--- src/hot_swap_pkg.sv ---
// Constants and types shared by the hot-swap host controller
package hot_swap_pkg;
  // Clock and timing
  localparam int CLK_PERIOD_NS = 100;
  localparam int PULSE_TIME_NS = 2000;
  localparam int PULSE_CYCLES =
    (PULSE_TIME_NS + CLK_PERIOD_NS - 1) / CLK_PERIOD_NS;
  localparam int SETTLE_TIME_NS = 1000;
  localparam int SETTLE_CYCLES =
    (SETTLE_TIME_NS + CLK_PERIOD_NS - 1) / CLK_PERIOD_NS;
  localparam int COUNT_WIDTH = 16;

  // Gate drive state reported by the device
  localparam logic [1:0] GATE_OFF_STRONG = 2'h0;
  localparam logic [1:0] GATE_OFF_MODERATE = 2'h1;
  localparam logic [1:0] GATE_ON = 2'h2;
  localparam logic [1:0] GATE_LIMITING = 2'h3;

  typedef enum logic [2:0] {
    ST_RUN = 3'b000,
    ST_SHUTDOWN = 3'b001,
    ST_FAULT = 3'b010,
    ST_WAIT_TIMER = 3'b011,
    ST_PULSE = 3'b100,
    ST_SETTLE = 3'b101
  } host_state_type;

  typedef struct packed {
    host_state_type state;
    logic [COUNT_WIDTH-1:0] count;
    logic lockout_low;
    logic supply_off;
    logic fault_latched;
    logic gate_was_on;
    logic restart_done;
    logic load_good;
  } host_regs_type;

  localparam logic [COUNT_WIDTH-1:0] COUNT_ZERO = 16'h0000;
endpackage

--- src/hot_swap_host.sv ---
// Host controller driving the hot-swap device lockout and supply pins
// What this block does
// - Host restarts latched device via lockout or supply
// - Restart attempted only when timer below restart level
// - Host holds lockout low to shut load off
// - Power limit setting may stay unconnected
`timescale 1ns/100ps
module hot_swap_host #(
  parameter bit LATCHED_VARIANT = 1'b1,
  parameter bit RESTART_BY_SUPPLY = 1'b0,
  parameter bit USE_POWER_LIMIT = 1'b0,
  parameter int PULSE_CYCLES = hot_swap_pkg::PULSE_CYCLES,
  parameter int SETTLE_CYCLES = hot_swap_pkg::SETTLE_CYCLES
) (
  input wire logic ref_clk_in, // 10 MHz clock
  input wire logic reset_n_in, // Async reset, active low
  input wire logic shutdown_req_in, // User asks load off
  input wire logic restart_req_in, // User asks restart after fault
  input wire logic [1:0] gate_state_in, // Device gate drive state
  input wire logic timer_low_in, // Timer below restart level
  input wire logic power_good_output_in, // Power good pin level
  input wire logic lockout_in, // Lockout pin level seen on wire
  output logic lockout_out, // Lockout pin drive value
  output logic lockout_oe_n_out, // Lockout drive enable, low drives
  output logic supply_enable_out, // Input supply switch enable
  output logic power_limit_set_oe_n_out, // Power limit pin drive
  output logic load_on_out, // Gate on or limiting, as last sampled in RUN
  output logic load_good_out, // Power good seen with lockout high
  output logic fault_out, // Latched fault awaiting restart
  output logic restart_pulse_out, // One cycle at restart release
  output logic busy_out // Restart or shutdown in progress
);
  hot_swap_pkg::host_regs_type r;
  hot_swap_pkg::host_regs_type next_r;

  // State flow
  //   RUN        normal operation, watches the gate for a latched trip
  //   SHUTDOWN   user holds the load off through the lockout pin
  //   FAULT      device latched off, waits for a restart request
  //   WAIT_TIMER waits until the device timer is below restart level
  //   PULSE      lockout pulled low, or supply cut, to restart
  //   SETTLE     device re-runs in-rush limiting, gate edges ignored
  //
  // Hazards
  //   A gate drop during SETTLE is in-rush behaviour, not a fault,
  //   so gate_was_on is cleared on the way back to RUN.
  //   The strong pull-down marks a breaker event, which the device
  //   times by itself; only the moderate pull-down marks a trip.
  //   A moderate pull-down with lockout low is our own shutdown,
  //   so the trip test also asks for lockout released.
  //   A shutdown request during PULSE does not cut the pulse short;
  //   lockout simply stays low once the pulse has ended.
  //   A pulse sent while the device timer is still high is ignored
  //   by the device, hence the wait on the timer-low input.
  //   The auto-restart variant never latches, so FAULT is not
  //   entered there and the device restarts on its own.
  //
  // Limitations
  //   The wait for the timer has no limit of its own; a device that
  //   never discharges its timer leaves the host in WAIT_TIMER.
  //   Inputs are taken as synchronous to the reference clock.

  // Gate on or limiting both mean the switch conducts
  function automatic logic gate_is_on(input logic [1:0] g);
    gate_is_on = (g == hot_swap_pkg::GATE_ON) ||
                 (g == hot_swap_pkg::GATE_LIMITING);
  endfunction

  // Counter end test shared by PULSE and SETTLE
  function automatic logic count_done(input logic [15:0] c,
                                      input int limit);
    count_done = (c >= 16'(limit - 1));
  endfunction

  always_comb begin
    next_r = r;
    next_r.restart_done = 1'b0;
    // Power good only counts while lockout is released
    next_r.load_good = power_good_output_in & lockout_in;
    if (r.state == hot_swap_pkg::ST_RUN) begin
      next_r.gate_was_on = gate_is_on(gate_state_in);
    end
    case (r.state)
      // Normal running, user shutdown or latched trip leave it
      hot_swap_pkg::ST_RUN: begin
        if (shutdown_req_in) begin
          next_r.state = hot_swap_pkg::ST_SHUTDOWN;
          next_r.lockout_low = 1'b1;
        end else if (LATCHED_VARIANT && r.gate_was_on &&
                     gate_state_in == hot_swap_pkg::GATE_OFF_MODERATE &&
                     lockout_in) begin
          // Timeout turned the switch off and it stays latched
          next_r.state = hot_swap_pkg::ST_FAULT;
          next_r.fault_latched = 1'b1;
        end
      end

      // Lockout held low for as long as the user asks
      hot_swap_pkg::ST_SHUTDOWN: begin
        next_r.lockout_low = 1'b1;
        if (!shutdown_req_in) begin
          next_r.lockout_low = 1'b0;
          if (r.fault_latched) begin
            next_r.state = hot_swap_pkg::ST_WAIT_TIMER;
          end else begin
            next_r.state = hot_swap_pkg::ST_SETTLE;
            next_r.count = hot_swap_pkg::COUNT_ZERO;
          end
        end
      end

      // Latched off, waiting for the user to ask for a restart
      hot_swap_pkg::ST_FAULT: begin
        if (shutdown_req_in) begin
          next_r.state = hot_swap_pkg::ST_SHUTDOWN;
          next_r.lockout_low = 1'b1;
        end else if (restart_req_in) begin
          next_r.state = hot_swap_pkg::ST_WAIT_TIMER;
        end
      end

      // Restart armed, waiting for the timer to fall
      hot_swap_pkg::ST_WAIT_TIMER: begin
        // A restart before the timer falls would not take effect
        if (shutdown_req_in) begin
          next_r.state = hot_swap_pkg::ST_SHUTDOWN;
          next_r.lockout_low = 1'b1;
        end else if (timer_low_in) begin
          next_r.state = hot_swap_pkg::ST_PULSE;
          next_r.count = hot_swap_pkg::COUNT_ZERO;
          if (RESTART_BY_SUPPLY) begin
            next_r.supply_off = 1'b1;
          end else begin
            next_r.lockout_low = 1'b1;
          end
        end
      end

      // Restart pulse of fixed length on lockout or supply
      hot_swap_pkg::ST_PULSE: begin
        if (count_done(r.count, PULSE_CYCLES)) begin
          next_r.state = hot_swap_pkg::ST_SETTLE;
          next_r.count = hot_swap_pkg::COUNT_ZERO;
          next_r.lockout_low = shutdown_req_in;
          next_r.supply_off = 1'b0;
          next_r.fault_latched = 1'b0;
          next_r.restart_done = 1'b1;
        end else begin
          next_r.count = r.count + 16'h0001;
        end
      end

      // Grace time while the device powers the load up again
      hot_swap_pkg::ST_SETTLE: begin
        // Device restarts with in-rush limiting; ignore gate edges
        if (shutdown_req_in) begin
          next_r.state = hot_swap_pkg::ST_SHUTDOWN;
          next_r.lockout_low = 1'b1;
        end else if (count_done(r.count, SETTLE_CYCLES)) begin
          next_r.state = hot_swap_pkg::ST_RUN;
          next_r.gate_was_on = 1'b0;
        end else begin
          next_r.count = r.count + 16'h0001;
        end
      end
      default: begin
        next_r.state = hot_swap_pkg::ST_RUN;
        next_r.lockout_low = 1'b0;
        next_r.supply_off = 1'b0;
      end
    endcase
  end

  // One register stage for all state; reset values are constants
  always_ff @(posedge ref_clk_in or negedge reset_n_in) begin
    if (!reset_n_in) begin
      r.state <= hot_swap_pkg::ST_RUN;
      r.count <= hot_swap_pkg::COUNT_ZERO;
      r.lockout_low <= 1'b0;
      r.supply_off <= 1'b0;
      r.fault_latched <= 1'b0;
      r.gate_was_on <= 1'b0;
      r.restart_done <= 1'b0;
      r.load_good <= 1'b0;
    end else begin
      r <= next_r;
    end
  end

  // Open-drain lockout: drive low only, otherwise released
  assign lockout_out = 1'b0;
  assign lockout_oe_n_out = ~r.lockout_low;
  // Supply stays on unless a supply-cycle restart is running
  assign supply_enable_out = ~r.supply_off;
  // Power limit pin left open when the feature is unused
  assign power_limit_set_oe_n_out = ~USE_POWER_LIMIT;
  // Status outputs are straight register copies
  assign load_on_out = r.gate_was_on;
  assign load_good_out = r.load_good;
  assign fault_out = r.fault_latched;
  assign restart_pulse_out = r.restart_done;
  // Busy covers every state except RUN and FAULT
  assign busy_out = (r.state != hot_swap_pkg::ST_RUN) &&
                    (r.state != hot_swap_pkg::ST_FAULT);
endmodule

--- config.mk ---
export PLATFORM = sky130hd
export DESIGN_NAME = hot_swap_host
export DESIGN_NICKNAME = d
export VERILOG_FILES = /design/src/hot_swap_pkg.sv /design/src/hot_swap_host.sv
export SDC_FILE = /design/constraint.sdc
export NUM_CORES = 1
export LEC_CHECK = 0
export BUFFER_PORTS_ARGS = -buffer_cell sky130_fd_sc_hd__buf_2
export CAP_MARGIN = 0
export CORE_MARGIN = 4
export CORE_UTILIZATION = 50
export DETAILED_ROUTE_END_ITERATION = 16
export GPL_TIMING_DRIVEN = 1
export HOLD_SLACK_MARGIN = 0.05
export PLACE_DENSITY = 0.79
export SLEW_MARGIN = 20
export SYNTH_ARGS = -nofsm -noshare
export SYNTH_HDL_FRONTEND = slang
export SYNTH_SLANG_ARGS = --single-unit
export TNS_END_PERCENT = 10
--- constraint.sdc ---
create_clock -name ref_clk_in -period 6.6 [get_ports ref_clk_in]
set_clock_uncertainty 0.2 [all_clocks]
set_input_delay 0.66 -clock ref_clk_in [delete_from_list [all_inputs] [get_ports ref_clk_in]]
set_output_delay 0.66 -clock ref_clk_in [all_outputs]
set_load 0.01 [all_outputs]
==> results of run 1 <==
==> Yosys cell counts, types with 2 or more instances <==
| cell type | count | area, sq um |
|---|---|---|
| and2_1 | 7 | 43.8 |
| nand3_2 | 2 | 20.0 |
| nor4_4 | 2 | 42.5 |
| ha_1 | 3 | 37.5 |
| dfrtp_1 | 24 | 601 |
| nand2b_1 | 4 | 25.0 |
| a21o_1 | 2 | 15.0 |
| a31oi_1 | 8 | 50.1 |
| nor3_1 | 4 | 20.0 |
| nand3_1 | 5 | 25.0 |
| nor2_1 | 18 | 67.6 |
| buf_4 | 4 | 30.0 |
| a41oi_1 | 3 | 26.3 |
| and4_2 | 2 | 20.0 |
| conb_1 | 2 | 7.51 |
| nor2b_1 | 2 | 12.5 |
| nand4_1 | 4 | 25.0 |
| clkbuf_1 | 2 | 7.51 |
| inv_1 | 8 | 30.0 |
| o21bai_1 | 3 | 22.5 |
| o31ai_1 | 2 | 15.0 |
| or3_1 | 2 | 12.5 |
| o21ai_0 | 3 | 15.0 |
| a21oi_1 | 5 | 25.0 |
| buf_2 | 3 | 15.0 |
==> placed cells by master, fill, tap and decap left out, drive strengths merged, types with 2 or more instances in the layout <==
cell type  count
and4           2
conb           3
buf           14
dfrtp         24
o21ai          4
nor3           5
clkbuf         3
inv            8
nor2b          2
nor2          18
nor4           3
ha             3
nand4          4
or3            2
a21oi          5
nand2b         4
a31oi          8
o21bai         3
and2           7
a21o           2
a41oi          3
o31ai          2
mux2           2
nand3          7
==> layer usage <==
layer,wire length (um),part of all wire,up-vias,GRT usage
li1,-,-,552,-
met1,1250,0.43,581,0.208
met2,1390,0.48,51,0.314
met3,187,0.065,8,0.0314
met4,53,0.018,0,0.0619
met5,0,0,-,0
==> power by group <==
group          switching (mW)  total (mW)  internal [mW]
registers              0.0381       0.208          0.170
clock network          0.0458       0.107         0.0614
logic                   0.114       0.198         0.0838
==> worst max path at each step <==
stage,to,slack [ns],cells after the start,from
6_report,r[23],4.26,7,r[6]
5_1_grt,r[9],4.15,5,r[23]
4_1_cts,r[23],4.30,7,r[6]
3_5_place_dp,r[9],4.20,6,shutdown_req_in
3_3_place_gp,r[9],4.27,6,shutdown_req_in
2_1_floorplan,r[9],4.38,7,shutdown_req_in
==> registers in the layout, indices dropped and copies added, names as in the netlist <==
name	cells
r	20
fault_out	1
load_good_out	1
load_on_out	1
restart_pulse_out	1
==> kinds of logic (layout without fill, tap and decap cells) <==
logic type,count (synthesis),in the layout
other,2,3
adder cells (fa/ha/maj),3,3
AO/OA/AOI/OAI,35,35
flip-flops,24,24
buffers and inverters,17,26
multiplexers,2,2
AND/OR/NAND/NOR,63,63
==> stage by stage <==
| step | cell area [sq um] | hold slack (ns) | utilization |
|---|---|---|---|
| after floorplan | 1410 | 0.164 | - |
| after global placement | 1470 | 0.321 | 0.571 |
| after detailed placement | 1470 | 0.318 | 0.571 |
| after CTS | 1520 | 0.111 | 0.591 |
| after global routing | 1520 | 0.126 | 0.591 |
| final | 1520 | 0.0916 | 0.591 |
==> layout make-up <==
type / instances / area (sq um) / area share
Multi-Input combinational cell: 106 / 727 / 0.479
Timing Repair Buffer: 14 / 70.1 / 0.0462
Tap cell: 30 / 37.5 / 0.0247
Sequential cell: 24 / 601 / 0.396
Clock inverter: 1 / 30.0 / 0.0198
Clock buffer: 3 / 22.5 / 0.0148
Inverter: 8 / 30.0 / 0.0198
==> reports/qor.csv, run 1 <==
stage;metric;value;unit
timing;RSZ-0062 raised after global routing;no;
worst_hold_path;Hold WC Path Type;in2async;
routing;drc violations;0;
timing;Tmin final;2.34;ns
timing;fin crit share;0.354;
placement;input/output buffers;14;
status;outcome;completed;
cts;Post-CTS Setup Bufs;0;
worst_setup_path;CP bufs+invs;1;
final_layout;FILL cells;225;
worst_setup_path;Arr. time, crit path;2.36;ns
grt;GRT Total Usage;0.175;
die;die span in x;61.0;um
worst_setup_path;CP delay by family, top;simple AND/OR/NAND/NOR gates;
cts;post_cts resized;0;
die;Top Ports;18;
synth;Post-synth ARST share;1.00;
die;Die ar.;0.00373;sq mm
synth;post-synthesis adder-cell area fraction;0.0267;
placement;post-place setup slack;4.20;ns
grt;initial antenna violation count;0;
power_and_ir_drop;worst IR drop on VDD;0.000270;V
synth;post-synthesis sequential area ratio;0.427;
final_layout;share of cells above drive strength 1;0.179;
cts;clk buf depth;2;
synth;number of synthesized register bits;24;
routing;Total Routed Length;2880;um
die;# rows;18;
timing;final setup fails;0;
cts;clock latency on the worst-skew pair;0.32;ns
final_layout;Area Overhead vs Synth;7.92;%
timing;final hold violations;0;
synth;Most used DFF post-synth;dfrtp_1;
synth;Mean Syn Cell Area;9.63;sq um
synth;cells after synthesis;146;
timing;Post-Route Setup TNS;0;ns
die;total core area;0.00257;sq mm
synth;Mapped Area;0.00141;sq mm
routing;TritonRoute pass-1 iters;5;
cts;CTS buffer count;3;
timing;Least-Margin Pin Slew;0.585;ns
worst_setup_path;worst reg-to-reg setup slack;4.26;ns
worst_setup_path;Setup crit end kind;flop;
final_layout;diode count;0;
power_and_ir_drop;Power, Total;0.514;mW
grt;first-pass GRT wire length;4930;um
routing;vias per cell;6.41;
cts;CTS Hold Bufs;0;
worst_setup_path;reg2reg start;r[6];
synth;Post-synth EDFFs;0;
grt;total gr overflow;0;
routing;final antenna-violating net count;0;
timing;fin. max-slew vios;0;
die;DIE HEIGHT;61.0;um
worst_setup_path;critical-path cell list;inv_1, ha_1, nor3b_1, o21bai_1, or4_4, nand3_2, mux2_4;
worst_setup_path;R2R depth;7;
routing;DR iter-0 viols;60;
synth;largest family of logic cells by synthesized area;simple AND/OR/NAND/NOR gates;
worst_setup_path;Max Fanout on Critical Path;5;
final_layout;Final Instance Count excl. Fillers;186;
cts;Clock Tree Root;clkbuf_4;
synth;Compound-Gate Fraction of Synth Area;0.176;
timing;Slew headroom;0.607;
cts;H-tree Lvls;1;
worst_setup_path;crit-path max cell delay;0.53;ns
worst_setup_path;FF-to-FF End;r[23];
cts;CTS tree;done;
placement;dpl cells;182;
timing;fmax;0.428;GHz
placement;Detailed Place HPWL;2110;um
worst_setup_path;critical path required time;6.62;ns
routing;WL per Instance;15.5;um
grt;largest net degree at the start of global routing;25;
synth;simple logic cell fraction of the synthesized area;0.287;
cts;Clock Pin Slew Worst Setup and Hold Paths;0.13;ns
grt;vias in the first global route;1126;
die;Starting Density;0.548;
placement;GPL Wtd Cong;0.859;
worst_setup_path;critical path launch point type;flop;
synth;Synthesis Warnings;0;
power_and_ir_drop;Leakage;0.728;nW
synth;XOR/XNOR Fraction of Synth Area;0;
job;max-cap viol count;0;
worst_setup_path;Slowest cell on crit path;or4_4;
routing;vias;1192;
timing;post-route setup slack;4.26;ns
worst_setup_path;WS Path Type;reg2reg;
synth;Yosys cell types;47;
power_and_ir_drop;PD cells;338;mW/mm^2
cts;# clock sinks;24;
final_layout;nets;169;
synth;mux cell area share after synthesis;0.0187;
Note: power is estimated with default switching activity, not from simulation.
==> run 2: changes to the inputs <==
--- a/config.mk
+++ b/config.mk
@@ -5,6 +5,7 @@
 export SDC_FILE = /design/constraint.sdc
 export NUM_CORES = 1
 export LEC_CHECK = 0
+export ABC_AREA = 1
 export BUFFER_PORTS_ARGS = -buffer_cell sky130_fd_sc_hd__buf_2
 export CAP_MARGIN = 0
 export CORE_MARGIN = 4
@@ -12,7 +13,7 @@
 export DETAILED_ROUTE_END_ITERATION = 16
 export GPL_TIMING_DRIVEN = 1
 export HOLD_SLACK_MARGIN = 0.05
-export PLACE_DENSITY = 0.79
+export PLACE_DENSITY = 0.8
 export SLEW_MARGIN = 20
 export SYNTH_ARGS = -nofsm -noshare
 export SYNTH_HDL_FRONTEND = slang
==> constraint.sdc (replaced) <==
create_clock -name ref_clk_in -period 2.3 [get_ports ref_clk_in]
set_clock_uncertainty 0.2 [all_clocks]
set_input_delay 0.23 -clock ref_clk_in [delete_from_list [all_inputs] [get_ports ref_clk_in]]
set_output_delay 0.23 -clock ref_clk_in [all_outputs]
set_load 0.01 [all_outputs]
==> run 2 against run 1 <==
  * Global-route usage decreased by 1.0 points
  * Synthesized area is 1.8% lower
  * Sequential power grew to 3.0 times the previous value
  * Register-to-register slack lost 4.1 ns
  * Count of clock-buffer cells in the layout is the same
  * Via count is 7.3% lower
  * Wire length down 12%
  * Highest routed layer unchanged
  * Setup slack lost 4.1 ns
  * Critical endpoint is now load_on_out
==> reports/qor.csv, run 2 <==
stage;metric;value;unit;change
routing;Total Routed Length;2550;um;-12%
routing;drc violations;0;;unchanged
worst_setup_path;FF-to-FF End;load_on_out;;
power_and_ir_drop;worst IR drop on VDD;0.000947;V;+250%
final_layout;nets;202;;+20%
routing;DR iter-0 viols;66;;+10%
final_layout;Area Overhead vs Synth;12.8;%;
power_and_ir_drop;PD cells;1180;mW/mm^2;+250%
grt;GRT Total Usage;0.165;;-0.00999
timing;fin crit share;0.911;;+0.557
final_layout;number of flip-flops in the largest register;20;;unchanged
synth;most area-hungry cell type in the Yosys netlist;dfrtp_1;;
die;Top Ports;18;;unchanged
synth;Area contributors post-synth;dfrtp_1, nand2_1, nor2_4, inv_1, nor2_1;;
die;# rows;18;;unchanged
worst_setup_path;WS Path Type;reg2reg;;
synth;Post-synth EDFFs;0;;unchanged
worst_setup_path;beginning of the critical path;r[6];;
cts;Clock Pin Slew Worst Setup and Hold Paths;0.13;ns;about the same
timing;Slew headroom;0.650;;+0.0427
synth;cells after synthesis;169;;+16%
final_layout;diode count;0;;unchanged
status;outcome;completed;;
worst_hold_path;Hold WC Path Type;in2reg;;
die;die span in x;60.6;um;-0.78%
power_and_ir_drop;switching share of total power;0.468;;+0.0816
worst_setup_path;Arr. time, crit path;2.15;ns;-0.21 ns
cts;CTS tree;done;;
power_and_ir_drop;sequential share of power;0.335;;-0.070
cts;Clock Tree Root;clkbuf_4;;
cts;CTS buffer count;3;;unchanged
synth;Yosys cell types;28;;-40%
cts;H-tree Lvls;1;;unchanged
die;Starting Density;0.543;;-0.00499
power_and_ir_drop;switching pwr;0.860;mW;+330%
final_layout;share of cells above drive strength 1;0.243;;+0.0639
synth;Mean Syn Cell Area;8.17;sq um;-15%
routing;vias;1105;;-7.3%
synth;Post-synth ARST share;1.00;;unchanged
power_and_ir_drop;Power, Total;1.84;mW;+260%
routing;vias per cell;5.05;;-21%
worst_setup_path;critical path launch point type;flop;;
synth;list of most frequent post-synthesis cells;nand2_1, dfrtp_1, inv_1, nor2_1, nor2_4;;
cts;clk buf depth;2;;unchanged
final_layout;Top reg by flops;r;;
grt;vias in the first global route;1137;;+0.98%
die;total core area;0.00254;sq mm;-0.88%
synth;Synth top area share;0.435;;+0.00774
placement;GPL Wtd Cong;1.00;;+16%
synth;Synthesis Warnings;0;;unchanged
routing;TritonRoute pass-1 iters;4;;-1
timing;Post-Route Setup TNS;0;ns;unchanged
routing;WL per Instance;11.6;um;-25%
grt;total gr overflow;0;;unchanged
job;max-cap viol count;0;;unchanged
synth;Mapped Area;0.00138;sq mm;-1.8%
timing;RSZ-0062 raised after global routing;no;;
cts;Post-CTS Setup Bufs;0;;unchanged
final_layout;final core utilization;0.612;;+0.0210
timing;fin. max-slew vios;0;;unchanged
power_and_ir_drop;Leakage;0.792;nW;+8.8%
placement;Detailed Place HPWL;1910;um;-9.5%
final_layout;commonest non-fill, non-tap cell in the layout;nand2_1;;
die;DIE HEIGHT;60.6;um;-0.78%
timing;Tmin final;2.10;ns;-0.242 ns
timing;fmax;0.477;GHz;+12%
worst_setup_path;worst reg-to-reg setup slack;0.20;ns;-4.06 ns
worst_setup_path;critical path required time;2.36;ns;-4.26 ns
routing;final antenna-violating net count;0;;unchanged
worst_setup_path;crit path capture;load_on_out;;
synth;Most used DFF post-synth;dfrtp_1;;
worst_setup_path;R2R depth;8;;+1
power_and_ir_drop;internal power;0.979;mW;+210%
cts;# clock sinks;24;;unchanged
timing;Least-Margin Pin Slew;0.525;ns;-0.0595 ns
worst_setup_path;reg2reg start;r[6];;
grt;largest net degree at the start of global routing;25;;unchanged
timing;final hold violations;0;;unchanged
worst_setup_path;Max Fanout on Critical Path;6;;+1
cts;clock latency on the worst-skew pair;0.31;ns;about the same
die;Die ar.;0.00367;sq mm;-1.6%
synth;count leader, synth;nand2_1;;
grt;first-pass GRT wire length;4600;um;-6.6%
placement;input/output buffers;14;;unchanged
synth;post-synthesis sequential area ratio;0.435;;+0.00774
timing;final setup fails;0;;unchanged
final_layout;commonest non-fill, non-tap cells in the layout;nand2_1, dfrtp_1, inv_1;;
power_and_ir_drop;Clk pwr share;0.163;;-0.046
worst_setup_path;Setup crit end kind;flop;;
power_and_ir_drop;Comb power frac;0.503;;+0.117
grt;initial antenna violation count;0;;unchanged
synth;number of synthesized register bits;24;;unchanged
[run 2: critical path: stages, from the launching register on]
cell and delay (ns):
dfrtp_1 0.45, ha_1 0.21, nor2_1 0.08, nand2_1 0.05
nand2_1 0.08, nand3_1 0.10, nand2_1 0.16, a2bb2oi_1 0.16
dlygate4sd3_1 0.55
[run 2: what timing repair did]
action	CTS	global route
endpoints found under the hold margin	28	0
hold buffers	6	0
resized for setup	0	0
[run 2: layout make-up]
class / count / area, sq um
Timing Repair Buffer: 20 / 130
Fill cell: 224 / 987
Multi-Input combinational cell: 113 / 629
Clock buffer: 3 / 22.5
Clock inverter: 1 / 30.0
Tap cell: 30 / 37.5
Inverter: 28 / 108
Sequential cell: 24 / 601
[run 2: power groups by stage]
stage	sequential, mW	combinational, mW	clock (mW)
2_1_floorplan	0.604	0.805	0
3_3_place_gp	0.615	0.879	0
3_5_place_dp	0.621	0.898	0
4_1_cts	0.612	0.929	0.307
5_1_grt	0.628	1.06	0.324
6_report	0.615	0.925	0.300
[run 2: stage by stage]
step | setup slack [ns] | hold WS [ns] | instance area [sq um] | std cells
2_1_floorplan | 0.645 | -0.266 | 1390 | 170
3_3_place_gp | 0.497 | 0.0364 | 1450 | 209
3_5_place_dp | 0.453 | 0.0416 | 1450 | 209
4_1_cts | 0.217 | 0.0913 | 1560 | 219
5_1_grt | 0.0540 | 0.119 | 1560 | 219
6_report | 0.205 | 0.0888 | 1560 | 219
[run 2: routing by layer]
layer	share of wire	track usage	vias up	wire length, um
li1	-	-	550	-
met1	0.41	0.205	507	1040
met2	0.50	0.270	38	1270
met3	0.063	0.0277	10	161
met4	0.029	0.0960	0	73
met5	0	0	-	0
[run 2: how the worst min path moves through the flow]
stage	from	endpoint	depth (start not counted)
3_3_place_gp	reset_n_in	load_good_out	1
2_1_floorplan	reset_n_in	fault_out	0
5_1_grt	gate_state_in[0]	fault_out	5
4_1_cts	shutdown_req_in	r[23]	4
6_report	gate_state_in[0]	fault_out	5
3_5_place_dp	reset_n_in	load_good_out	1
[run 2: logic make-up (layout without fill, tap and decap cells)]
kind of cell               Yosys count  count (layout)  synth area share
and+or+nand+nor                     90              90             0.343
buffers and inverters               33              52             0.112
DFF                                 24              24             0.435
AOI/OAI and AO/OA                   14              14            0.0580
adders and majority gates            3               3            0.0272
xor gates and xnor gates             3               3            0.0190
other                                2               3           0.00544
==> run 3: changes to the inputs <==
--- a/config.mk
+++ b/config.mk
@@ -7,7 +7,6 @@
 export LEC_CHECK = 0
 export ABC_AREA = 1
 export BUFFER_PORTS_ARGS = -buffer_cell sky130_fd_sc_hd__buf_2
-export CAP_MARGIN = 0
 export CORE_MARGIN = 4
 export CORE_UTILIZATION = 50
 export DETAILED_ROUTE_END_ITERATION = 16
==> constraint.sdc (replaced) <==
create_clock -name ref_clk_in -period 2.6 [get_ports ref_clk_in]
set_clock_uncertainty 0.2 [all_clocks]
set_input_delay 0.26 -clock ref_clk_in [delete_from_list [all_inputs] [get_ports ref_clk_in]]
set_output_delay 0.26 -clock ref_clk_in [all_outputs]
set_load 0.01 [all_outputs]
==> run 3 against run 2 <==
  * Hold slack worse by 0.0052 ns
  * Count of clock-buffer cells in the layout unchanged
  * Setup slack better by 0.51 ns
  * Via count is 0.72% lower
  * Sequential power is 12% lower
  * Sequential cell count stayed put
  * Total power down 13%
  * Non-clock buffer count decreased by 1
  * Critical path depth is the same
  * Combinational power shrank 14%
  * Sequential share of layout area is 0.25 points higher
==> reports/qor.csv, run 3 (synthesis results as in run 2) <==
stage;metric;value;unit;change
grt;vias in the first global route;1119;;-1.6%
die;Die ar.;0.00367;sq mm;unchanged
timing;RSZ-0062 raised after global routing;no;;
grt;initial antenna violation count;0;;unchanged
routing;drc violations;0;;unchanged
final_layout;number of flip-flops in the largest register;20;;unchanged
worst_setup_path;R2R depth;8;;unchanged
worst_setup_path;critical path required time;2.64;ns;+0.28 ns
worst_hold_path;Hold WC Path Type;in2reg;;
cts;H-tree Lvls;1;;unchanged
cts;post_cts resized;0;;unchanged
routing;final antenna-violating net count;0;;unchanged
worst_setup_path;critical path launch point type;flop;;
worst_setup_path;FF-to-FF End;r[6];;
worst_setup_path;worst reg-to-reg setup slack;0.72;ns;+0.51 ns
cts;# clock sinks;24;;unchanged
die;total core area;0.00254;sq mm;unchanged
die;Starting Density;0.543;;unchanged
job;max-cap viol count;0;;unchanged
timing;final setup fails;0;;unchanged
cts;CTS buffer count;3;;unchanged
routing;vias per cell;5.03;;-0.27%
final_layout;nets;201;;-0.50%
worst_hold_path;Min-Delay Endpoint;load_on_out;;
routing;WL per Instance;11.6;um;-0.41%
timing;Slew headroom;0.648;;-0.00203
worst_hold_path;hold path startpoint;shutdown_req_in;;
routing;Total Routed Length;2520;um;-0.86%
final_layout;Top reg by flops;r;;
placement;GPL Wtd Cong;1.00;;unchanged
timing;Least-Margin Pin Slew;0.528;ns;+0.00304 ns
final_layout;Design Area, Final;0.00155;sq mm;-0.64%
cts;Clock Tree Root;clkbuf_4;;
routing;vias;1097;;-0.72%
final_layout;commonest non-fill, non-tap cell in the layout;nand2_1;;
power_and_ir_drop;worst IR drop on VDD;0.000829;V;-12%
routing;TritonRoute pass-1 iters;4;;unchanged
grt;total gr overflow;0;;unchanged
cts;CTS tree;done;;
status;outcome;completed;;
grt;largest net degree at the start of global routing;25;;unchanged
grt;GRT Total Usage;0.162;;-0.00266
worst_setup_path;WS Path Type;reg2reg;;
timing;Post-Route Setup TNS;0;ns;unchanged
timing;final hold violations;0;;unchanged
worst_hold_path;Worst Hold Depth;2;;-3
die;die span in x;60.6;um;unchanged
placement;Detailed Place HPWL;1910;um;unchanged
cts;clock latency on the worst-skew pair;0.31;ns;about the same
routing;DR iter-0 viols;59;;-11%
die;Top Ports;18;;unchanged
final_layout;Area Overhead vs Synth;12.0;%;
timing;fmax;0.531;GHz;+11%
final_layout;diode count;0;;unchanged
cts;clk buf depth;2;;unchanged
worst_setup_path;Max Fanout on Critical Path;6;;unchanged
placement;input/output buffers;14;;unchanged
power_and_ir_drop;Leakage;0.787;nW;-0.63%
placement;dpl cell area;0.00145;sq mm;unchanged
worst_setup_path;Setup crit end kind;flop;;
final_layout;commonest non-fill, non-tap cells in the layout;nand2_1, dfrtp_1, inv_1;;
timing;fin. max-slew vios;0;;unchanged
die;DIE HEIGHT;60.6;um;unchanged
timing;Tmin final;1.88;ns;-0.211 ns
die;# rows;18;;unchanged
final_layout;share of cells above drive strength 1;0.245;;+0.00129
power_and_ir_drop;PD cells;1040;mW/mm^2;-12%
cts;Clock Pin Slew Worst Setup and Hold Paths;0.13;ns;about the same
cts;Post-CTS Setup Bufs;0;;unchanged
worst_setup_path;reg2reg start;r[6];;
timing;fin crit share;0.725;;-0.186
grt;first-pass GRT wire length;4530;um;-1.7%
worst_setup_path;Arr. time, crit path;1.92;ns;-0.23 ns
## run 3: area by class of cell
class	count	area [sq um]
multi-input combinational	113	629
sequential	24	601
inverter	28	108
tap	30	37.5
timing repair buffer	19	120
clock inverter	1	30.0
fill	227	997
clock buffer	3	22.5
## run 3: metal layers
metal | global-route usage | share of wire | up-vias
met5 | 0 | 0 | -
met4 | 0.0929 | 0.023 | 0
met3 | 0.0255 | 0.055 | 8
met2 | 0.266 | 0.50 | 32
met1 | 0.204 | 0.43 | 509
li1 | - | - | 548
## run 3: worst max-delay path, cell delays in order, from the launching register on
cell	delay (ns)
dfrtp_1	0.45
ha_1	0.28
o21ai_1	0.14
nand2_1	0.06
nor2_1	0.13
nand3_1	0.15
o21ai_1	0.14
inv_1	0.11
o21ai_1	0.15
## run 3: worst max-delay path by stage
stage                     cells after the start  slack [ns]  start    end
final                                         8        0.72   r[6]   r[6]
after global routing                          8        0.52   r[6]   r[6]
after CTS                                     8        0.71   r[6]   r[6]
after detailed placement                      8        0.75   r[6]   r[6]
after global placement                        9        0.80   r[6]  r[11]
after floorplan                              10        0.94   r[6]  r[14]
## run 3: per-stage QoR
step / hold slack, ns / setup WS, ns / util / total power, mW / std cells
2_1_floorplan: -0.236 / 0.945 / - / 1.25 / 170
3_3_place_gp: 0.0664 / 0.797 / 0.568 / 1.32 / 209
3_5_place_dp: 0.0716 / 0.753 / 0.568 / 1.34 / 209
4_1_cts: 0.0758 / 0.711 / 0.608 / 1.62 / 218
5_1_grt: 0.0722 / 0.516 / 0.608 / 1.76 / 218
6_report: 0.0836 / 0.716 / 0.608 / 1.61 / 218
## run 3: where the power goes
part | switching, mW | internal (mW) | leakage, nW
sequential | 0.0953 | 0.447 | 0.320
clock | 0.110 | 0.156 | 0.0279
combinational | 0.551 | 0.249 | 0.440
## run 3: repair_timing
| action | 4_1_cts | 5_1_grt |
|---|---|---|
| endpoints found under the hold margin | 27 | 0 |
| endpoints found under the setup margin | 0 | 0 |
| hold buffers | 5 | 0 |
